[src/core/servo_io_pkg.sv]
`default_nettype none
package servo_io_pkg;
    // ==========================================================
    // Sizes and reset values
    localparam int          NUM_AXES      = 4;
    localparam int          CMD_W         = 16;
    localparam logic [15:0] VEL_ZERO_CODE = 16'h8000;
    localparam int          KP_W          = 8;
    localparam logic [7:0]  KP_RESET      = 8'h01;
    localparam int          RATE_W        = 16;
    localparam int          POS_W         = 32;
    localparam int          SYNC_STAGES   = 2;
    localparam logic        OUT_OFF       = 1'b1;

    typedef enum logic [1:0] {FMT_AB, FMT_CWCCW, FMT_PULSEDIR} pulse_fmt_t;
    typedef enum logic [1:0] {MULT_X0, MULT_X1, MULT_X2, MULT_X4} enc_mult_t;

    // ==========================================================
    // Per-axis command and feedback carriers
    typedef struct packed {
        logic [15:0] vel_cmd;
        logic [15:0] pos_target;
        logic [7:0]  kp;
        logic        loop_en;
        pulse_fmt_t  fmt;
        enc_mult_t   mult;
        logic [15:0] rate_div;
        logic        step_req;
        logic        step_dir;
    } axis_ctrl_t;

    typedef struct packed {
        logic [31:0] enc_count;
        logic        pos_limit;
        logic        neg_limit;
        logic        home;
    } axis_stat_t;
endpackage
`default_nettype wire

[src/core/quad_decoder.sv]
`timescale 1ns/10ps
`default_nettype none
module quad_decoder
(
    input  wire logic                      clk,
    input  wire logic                      rst,
    input  wire logic                      ce,
    input  wire logic                      phase_a,
    input  wire logic                      phase_b,
    input  wire servo_io_pkg::enc_mult_t   mult,
    output logic [servo_io_pkg::POS_W-1:0] count
);
    import servo_io_pkg::*;

    logic [1:0]       a_sync;
    logic [1:0]       b_sync;
    logic             a_prev;
    logic             b_prev;
    logic             next_a_prev;
    logic             next_b_prev;
    logic [POS_W-1:0] next_count;
    logic             step;
    logic             up;

    // ==========================================================
    // Decoding
    always_comb
    begin
        next_a_prev = a_sync[1];
        next_b_prev = b_sync[1];
        next_count  = count;
        up          = (a_prev ^ b_sync[1]);
        step        = 1'b0;
        case (mult)
            MULT_X0: step = 1'b0;
            MULT_X1: step = a_sync[1] & ~a_prev;
            MULT_X2: step = a_sync[1] ^ a_prev;
            MULT_X4: step = (a_sync[1] ^ a_prev) | (b_sync[1] ^ b_prev);
            default: step = 1'b0;
        endcase
        if (step)
        begin
            next_count = up ? count + 32'h00000001 : count - 32'h00000001;
        end
    end

    always_ff @(posedge clk or posedge rst)
    begin
        if (rst)
        begin
            a_sync <= 2'h0;
            b_sync <= 2'h0;
            a_prev <= 1'b0;
            b_prev <= 1'b0;
            count  <= 32'h00000000;
        end
        else if (ce)
        begin
            a_sync <= {a_sync[0], phase_a};
            b_sync <= {b_sync[0], phase_b};
            a_prev <= next_a_prev;
            b_prev <= next_b_prev;
            count  <= next_count;
        end
    end

    AST_X0_HOLDS: assert property (@(posedge clk) disable iff (rst)
        (ce && mult == MULT_X0) |=> $stable(count))
        else $error("count moved with input blocked");
endmodule
`default_nettype wire

[src/core/four_axis_servo_io_control.sv]
`timescale 1ns/10ps
`default_nettype none
// Notes on behaviour
// Four 16-bit velocity command channels, each holding the zero-volt code after reset.
// Each axis separately runs proportional closed-loop control or passes its command.
// Four axes of pulse command outputs, one output pair per axis.
// Pulse format per axis: A/B quadrature, CW/CCW, or pulse plus direction.
// Encoder count multiplier per axis: x0 blocked, x1, x2 or x4.
// Thirteen inputs: per-axis positive, negative limit and home, one shared stop.
// Inputs read 0 when energised and active, 1 when inactive; the stop input here acts at 1 and idles at 0.
// Stop input at 1 disables all pulses and forces velocity outputs to zero.
// A latch captures the stop event so software reads it after recovery.
// Fitted bypass strap suppresses the stop action; fitted by default.
// Five outputs: one servo enable per axis and one position ready.
// Outputs active low: 0 turns the open-collector stage on.
// Servo enable written 0 makes that output conduct.
// Position ready written 0 asserts the position ready output.
// Every local input is synchronised before any use; the bypass strap feeds the stop logic unsynchronised.
module four_axis_servo_io_control
(
    input  wire logic                                         clk,
    input  wire logic                                         rst,
    input  wire logic                                         ce,
    input  wire servo_io_pkg::axis_ctrl_t [3:0]               axis_ctrl,
    input  wire logic [3:0]                                   servo_enable_value,
    input  wire logic                                         pos_ready_value,
    input  wire logic                                         estop_latch_clear,
    input  wire logic                                         estop_bypass_strap,
    input  wire logic [3:0]                                   positive_limit_in,
    input  wire logic [3:0]                                   negative_limit_in,
    input  wire logic [3:0]                                   home_in,
    input  wire logic                                         estop_in,
    input  wire logic [3:0]                                   axis_encoder_phase_a_in,
    input  wire logic [3:0]                                   axis_encoder_phase_b_in,
    output logic [3:0][servo_io_pkg::CMD_W-1:0]               axis_velocity_cmd_out,
    output logic [3:0]                                        axis_pulse_cmd_out,
    output logic [3:0]                                        axis_pulse_cmd_b_out,
    output logic [3:0]                                        servo_enable_out,
    output logic                                              pos_ready_out,
    output servo_io_pkg::axis_stat_t [3:0]                    axis_stat,
    output logic                                              estop_active,
    output logic                                              estop_latched
);
    import servo_io_pkg::*;

    // ==========================================================
    // Input synchronisers
    logic [1:0][12:0] in_sync;
    logic [12:0]      in_s;

    always_ff @(posedge clk or posedge rst)
    begin
        if (rst)
        begin
            // Stop stage idles at run level so reset raises no false stop event
            in_sync <= {2{13'h0FFF}};
        end
        else if (ce)
        begin
            in_sync[0] <= {estop_in, home_in, negative_limit_in, positive_limit_in};
            in_sync[1] <= in_sync[0];
        end
    end

    assign in_s = in_sync[1];

    // ==========================================================
    // Emergency stop and local outputs
    logic stop_now;
    logic next_estop_active;
    logic next_estop_latched;
    logic [3:0] next_servo_enable_out;
    logic next_pos_ready_out;

    always_comb
    begin
        stop_now              = in_s[12] & ~estop_bypass_strap;
        next_estop_active     = stop_now;
        next_estop_latched    = estop_latched;
        if (estop_latch_clear)
        begin
            next_estop_latched = 1'b0;
        end
        if (stop_now)
        begin
            next_estop_latched = 1'b1;
        end
        next_servo_enable_out = servo_enable_value;
        next_pos_ready_out    = pos_ready_value;
    end

    always_ff @(posedge clk or posedge rst)
    begin
        if (rst)
        begin
            estop_active     <= 1'b0;
            estop_latched    <= 1'b0;
            servo_enable_out <= {4{OUT_OFF}};
            pos_ready_out    <= OUT_OFF;
        end
        else if (ce)
        begin
            estop_active     <= next_estop_active;
            estop_latched    <= next_estop_latched;
            servo_enable_out <= next_servo_enable_out;
            pos_ready_out    <= next_pos_ready_out;
        end
    end

    // ==========================================================
    // Per-axis logic
    genvar g;
    generate
        for (g = 0; g < NUM_AXES; g++)
        begin : g_axis
            logic [POS_W-1:0]  enc;
            logic [RATE_W-1:0] div_cnt;
            logic [RATE_W-1:0] next_div_cnt;
            logic [1:0]        phase;
            logic [1:0]        next_phase;
            logic              pa;
            logic              pb;
            logic              next_pa;
            logic              next_pb;
            logic [CMD_W-1:0]  vel;
            logic [CMD_W-1:0]  next_vel;
            logic signed [POS_W+KP_W:0] err_scaled;
            logic signed [POS_W:0]      err;
            logic signed [CMD_W:0]      clip;
            logic              tick;

            quad_decoder u_dec
            (
                .clk     (clk),
                .rst     (rst),
                .ce      (ce),
                .phase_a (axis_encoder_phase_a_in[g]),
                .phase_b (axis_encoder_phase_b_in[g]),
                .mult    (axis_ctrl[g].mult),
                .count   (enc)
            );

            always_comb
            begin
                err  = $signed({{17{axis_ctrl[g].pos_target[15]}}, axis_ctrl[g].pos_target})
                     - $signed({enc[POS_W-1], enc});
                err_scaled = err * $signed({1'b0, axis_ctrl[g].kp});
                if (err_scaled > 41'sd32767)
                    clip = 17'sd32767;
                else if (err_scaled < -41'sd32768)
                    clip = -17'sd32768;
                else
                    clip = err_scaled[CMD_W:0];
                if (estop_active)
                    next_vel = VEL_ZERO_CODE;
                else if (axis_ctrl[g].loop_en)
                    next_vel = clip[CMD_W-1:0] ^ VEL_ZERO_CODE;
                else
                    next_vel = axis_ctrl[g].vel_cmd;

                tick         = (div_cnt == axis_ctrl[g].rate_div);
                next_div_cnt = tick ? 16'h0000 : div_cnt + 16'h0001;
                next_phase   = phase;
                next_pa      = 1'b0;
                next_pb      = (axis_ctrl[g].fmt == FMT_PULSEDIR) ? axis_ctrl[g].step_dir : 1'b0;
                if (estop_active)
                begin
                    next_div_cnt = 16'h0000;
                    next_pb      = 1'b0;
                end
                else if (axis_ctrl[g].step_req)
                begin
                    case (axis_ctrl[g].fmt)
                        FMT_AB:
                        begin
                            if (tick)
                                next_phase = axis_ctrl[g].step_dir ? phase + 2'h1 : phase - 2'h1;
                            next_pa = next_phase[1];
                            next_pb = next_phase[1] ^ next_phase[0];
                        end
                        FMT_CWCCW:
                        begin
                            next_pa = tick & ~axis_ctrl[g].step_dir;
                            next_pb = tick & axis_ctrl[g].step_dir;
                        end
                        default:
                        begin
                            next_pa = tick;
                        end
                    endcase
                end
                else if (axis_ctrl[g].fmt == FMT_AB)
                begin
                    next_pa = phase[1];
                    next_pb = phase[1] ^ phase[0];
                end
            end

            always_ff @(posedge clk or posedge rst)
            begin
                if (rst)
                begin
                    vel     <= VEL_ZERO_CODE;
                    div_cnt <= 16'h0000;
                    phase   <= 2'h0;
                    pa      <= 1'b0;
                    pb      <= 1'b0;
                end
                else if (ce)
                begin
                    vel     <= next_vel;
                    div_cnt <= next_div_cnt;
                    phase   <= next_phase;
                    pa      <= next_pa;
                    pb      <= next_pb;
                end
            end

            assign axis_velocity_cmd_out[g] = vel;
            assign axis_pulse_cmd_out[g]    = pa;
            assign axis_pulse_cmd_b_out[g]  = pb;
            assign axis_stat[g].enc_count   = enc;
            assign axis_stat[g].pos_limit   = in_s[g];
            assign axis_stat[g].neg_limit   = in_s[4+g];
            assign axis_stat[g].home        = in_s[8+g];

            AST_STOP_ZERO_VEL: assert property (@(posedge clk) disable iff (rst)
                (ce && estop_active) |=> (axis_velocity_cmd_out[g] == VEL_ZERO_CODE))
                else $error("velocity not zero during stop");
            AST_OPEN_LOOP_PASS: assert property (@(posedge clk) disable iff (rst)
                (ce && !rst && !estop_active && !axis_ctrl[g].loop_en)
                |=> (axis_velocity_cmd_out[g] == $past(axis_ctrl[g].vel_cmd)))
                else $error("open loop command not passed");
            AST_CW_EXCLUSIVE: assert property (@(posedge clk) disable iff (rst)
                (axis_ctrl[g].fmt == FMT_CWCCW && $past(axis_ctrl[g].fmt) == FMT_CWCCW)
                |-> !(axis_pulse_cmd_out[g] && axis_pulse_cmd_b_out[g]))
                else $error("cw and ccw both pulsing");
        end
    endgenerate

    // ==========================================================
    // Checks
    AST_RESET_ZERO: assert property (@(posedge clk)
        $fell(rst) |-> (axis_velocity_cmd_out[0] == VEL_ZERO_CODE))
        else $error("velocity not zero after reset");
    AST_STOP_PATH: assert property (@(posedge clk) disable iff (rst)
        (ce && in_sync[1][12] && !estop_bypass_strap) |=> estop_active)
        else $error("stop not raised");
    AST_STOP_NO_PULSE: assert property (@(posedge clk) disable iff (rst)
        (ce && estop_active) ##1 (ce && estop_active) |=> ({axis_pulse_cmd_out, axis_pulse_cmd_b_out} == 8'h00))
        else $error("pulse during stop");
    AST_BYPASS: assert property (@(posedge clk) disable iff (rst)
        (ce && estop_bypass_strap) |=> !estop_active)
        else $error("stop acted with strap fitted");
    AST_LATCH_HOLD: assert property (@(posedge clk) disable iff (rst)
        (ce && estop_latched && !estop_latch_clear) |=> estop_latched)
        else $error("latch lost");
    AST_SERVO_OUT: assert property (@(posedge clk) disable iff (rst)
        (ce && !rst) |=> (servo_enable_out == $past(servo_enable_value)))
        else $error("servo enable not following");
    AST_READY_OUT: assert property (@(posedge clk) disable iff (rst)
        (ce && !rst && !pos_ready_value) |=> !pos_ready_out)
        else $error("ready not asserted");
    AST_SYNC_DELAY: assert property (@(posedge clk) disable iff (rst)
        ((ce && !rst) ##1 (ce && !rst)) |=> (in_s[3:0] == $past(positive_limit_in, 2)))
        else $error("limit sync depth wrong");

    COV_STOP: cover property (@(posedge clk) disable iff (rst) $rose(estop_latched));
    COV_CLEAR: cover property (@(posedge clk) disable iff (rst) $fell(estop_latched));
    COV_SERVO: cover property (@(posedge clk) disable iff (rst) $fell(servo_enable_out[0]));
    COV_PULSE: cover property (@(posedge clk) disable iff (rst) $rose(axis_pulse_cmd_out[0]));
endmodule
`default_nettype wire

[config.mk]
export PLATFORM = sky130hd
export DESIGN_NAME = four_axis_servo_io_control
export DESIGN_NICKNAME = d
export VERILOG_FILES = /design/src/core/servo_io_pkg.sv /design/src/core/quad_decoder.sv /design/src/core/four_axis_servo_io_control.sv
export SDC_FILE = /design/constraint.sdc
export NUM_CORES = 2
export LEC_CHECK = 0
export ABC_AREA = 1
export BUFFER_PORTS_ARGS = -buffer_cell sky130_fd_sc_hd__buf_4
export CAP_MARGIN = 20
export CORE_MARGIN = 5
export CORE_UTILIZATION = 52
export CTS_BUF_LIST = sky130_fd_sc_hd__clkbuf_16
export CTS_CLUSTER_SIZE = 24
export DETAILED_ROUTE_END_ITERATION = 16
export PLACE_DENSITY = 0.7
export SYNTH_ARGS = -nofsm -noshare
export SYNTH_HDL_FRONTEND = slang
export SYNTH_HIERARCHICAL = 1
export SYNTH_SLANG_ARGS = --single-unit
export TNS_END_PERCENT = 10
[constraint.sdc]
create_clock -name clk -period 12.1 [get_ports clk]
set_input_delay 0 -clock clk [delete_from_list [all_inputs] [get_ports clk]]
set_output_delay 0 -clock clk [all_outputs]
set_load 0.1 [all_outputs]
==> flow_metrics.py <==
metrics = {
    "worst_setup_path": {
        "crit_arrival_ns": 9.01,
        "cp.required_ns": 12.63,
        "criticalPathCategory": "reg -> reg",
        "crit_top_cell": "nand2_1",
        "r2r_cells": 39,
        "crit_slowest_cell": "dlygate4sd3_1",
        "r2r_end": "g_axis[3].vel[2]",
        "worstPathMaxFanout": 15,
        "r2r-start": "g_axis[3].u_dec/count[0]",
        "cpPeakStageDelay_ns": 0.56,
        "r2r_slack_ns": 3.61,
        "critPathLaunchType": "flip-flop",
        "worst_setup_path_end_kind": "flip-flop",
    },
    "clocking": {
        "clockBufferDepth": 3,
        "cts.sinks": 329,
        "clk_latency_ns": 0.66,
        "cts_tree": "done",
        "ctsResizeCount": 0,
        "htreeDepth": 2,
        "cts_root_buffer": "clkbuf_16",
        "clkTransAtPathRegs_ns": 0.07,
        "cts-buffers-inserted": 46,
    },
    "synth": {
        "syn-num-nets": 12200,
        "async_flop_share": 1.00,
        "syn_inst": 10700,
        "netlist_area_mm2": 0.0706,
        "ys_ff_latch": 329,
        "synth.distinct_cells": 68,
        "ys.flop_type": "dfrtp_1",
        "synth_edf_count": 0,
        "seq_area_frac_synth": 0.117,
        "yosysWarnings": 6,
        "syn_area_per_cell_um2": 6.63,
    },
    "floorplan": {
        "dieArea_mm2": 0.143,
        "core_mm2": 0.135,
        "row_count": 135,
        "start_util": 0.523,
        "pin_count": 502,
        "die_w_um": 378,
        "die_y_um": 378,
    },
    "drt": {
        "drc": 0,
        "wl_per_cell_um": 17.6,
        "viasPerCell": 5.29,
        "finalWirelength_mm": 230,
        "drtPass1Iterations": 6,
        "ant_nets": 0,
        "vias": 68900,
        "drt_iter0_drc": 5124,
    },
    "worst_hold_path": {
        "hold_path.startpoint": "axis_ctrl[70]",
        "holdPathEnd": "g_axis[1].phase[0]",
        "hp-class": "in -> reg",
        "holdPathStages": 8,
    },
    "global_routing": {
        "grt-ovfl-total": 0,
        "grt_util_all_layers": 0.316,
        "grt_max_degree": 113,
        "grt_pass1_wl_mm": 365,
        "grt_antenna_before_repair": 11,
        "grt_pass1_vias": 68700,
    },
    "final_layout": {
        "fillers": 13100,
        "final_nets": 12800,
        "final_common_cell": "nand2_1",
        "final_cell_count_no_fill": 13000,
        "final_cell_mix": "nand2_1 (3005), inv_1 (2210), nor2_1 (1302)",
        "synthToLayoutAreaGrowth_pct": 12.3,
        "drive_gt1_frac": 0.0861,
    },
    "timing": {
        "rsz0062_at_grt": "no",
        "hold_viol_final": 0,
        "slew_headroom": 0.244,
        "fmaxAchievable_ghz": 0.118,
        "slew_violations": 0,
        "fin_crit_sh": 0.701,
        "fin_skew_ns": 0.0348,
        "setup_viol": 0,
        "tns_ns": 0,
        "fin_crit_ns": 8.49,
        "worstMarginPinSlew_ns": 1.13,
    },
    "status": {
        "status": "complete, no violations",
    },
    "job": {
        "cap_viol_max_count": 0,
    },
    "placed_design": {
        "routabilityCongestion": 0.967,
        "dp_cells": 12700,
        "port-buffer-count": 501,
        "place_hpwl_mm": 191,
    },
}
-- worst max path at each step --
| stage | from | end | slack [ns] | cells after the start |
|---|---|---|---|---|
| 6_report | g_axis[3].u_dec/count[0] | g_axis[3].vel[2] | 3.61 | 39 |
| 2_1_floorplan | g_axis[0].u_dec/count[0] | g_axis[0].vel[0] | 4.68 | 39 |
| 4_1_cts | g_axis[3].u_dec/count[0] | g_axis[3].vel[14] | 3.71 | 37 |
| 5_1_grt | g_axis[3].u_dec/count[0] | g_axis[3].vel[12] | 3.10 | 41 |
| 3_5_place_dp | g_axis[0].u_dec/count[0] | g_axis[0].vel[12] | 4.03 | 39 |
| 3_3_place_gp | g_axis[0].u_dec/count[0] | g_axis[0].vel[12] | 4.13 | 39 |
-- synthesized netlist by cell type (80+ instances only) --
cell type,number,area share
xnor2_1,142,0.018
a21oi_1,369,0.026
nand2_1,3005,0.16
clkbuf_1,159,0.0085
a41oi_1,80,0.0099
o21ai_0,244,0.017
inv_1,2203,0.12
fa_1,812,0.23
xor2_1,185,0.023
nor2_1,1306,0.069
or2_2,109,0.0097
ha_1,464,0.082
dfrtp_1,296,0.10
nand3_1,492,0.035
-- metal layers --
metal	wire length, µm	global-route usage	vias up
met5	74	0	-
met4	8540	0.105	10
met3	17900	0.0622	409
met2	106000	0.527	2291
met1	97400	0.414	32800
li1	-	-	33400
-- through the flow --
stage                util  instance area (µm²)  worst slack [ns]  hold slack, ns
floorplan               -                70600              4.68          0.0962
global placement    0.559                75600              4.13           0.214
detailed placement  0.560                75600              4.03           0.213
CTS                 0.586                79100              3.71         0.00514
global route        0.587                79300              3.10          0.0571
finish              0.587                79300              3.61          0.0573
-- kinds of logic after synthesis --
logic type	after synthesis	share of synthesized area
and+or+nand+nor	5307	0.311
buffers and inverters	2473	0.136
adders and majority gates	1276	0.312
AOI/OAI and AO/OA	926	0.0789
xor gates and xnor gates	342	0.0445
DFF	329	0.117
muxes	4	0.000638
-- registers in the layout (all words and copies together) (netlist names), 4 cells and up --
name / count
g_axis.u_dec/count: 128
in_s: 13
g_axis.u_dec/a_prev: 4
g_axis.phase: 8
g_axis.pa: 4
servo_enable_out: 4
g_axis.u_dec/b_sync: 8
in_sync: 13
g_axis.u_dec/b_prev: 4
g_axis.div_cnt: 64
g_axis.u_dec/a_sync: 8
g_axis.pb: 4
g_axis.vel: 64
-- critical path, delay by kind of cell (launching register included) --
| kind | cells | cell delay (ns) |
|---|---|---|
| AOI/OAI and AO/OA | 5 | 1.41 |
| xor gates and xnor gates | 1 | 0.29 |
| adders and majority gates | 7 | 3.07 |
| buffers and inverters | 8 | 1.01 |
| DFF | 1 | 0.49 |
| and+or+nand+nor | 18 | 2.10 |
-- what timing repair did --
item | 4_1_cts | 5_1_grt
hold buffers | 202 | 1
buffers inserted | 0 | 0
hold endpoints to repair | 362 | 4
-- final cells by class --
type	count	area [µm²]	area share
Tap cell	1781	2230	0.0281
Clock inverter	38	332	0.00418
Sequential cell	329	8270	0.104
Inverter	2247	8450	0.107
Antenna cell	4	10.0	0.000126
Clock buffer	46	1150	0.0145
Multi-Input combinational cell	7855	52800	0.666
Timing Repair Buffer	727	6070	0.0766
Power is left out: the tool's default activity adds up to more than one toggle a clock period on the data nets, which glitch-free logic cannot reach.
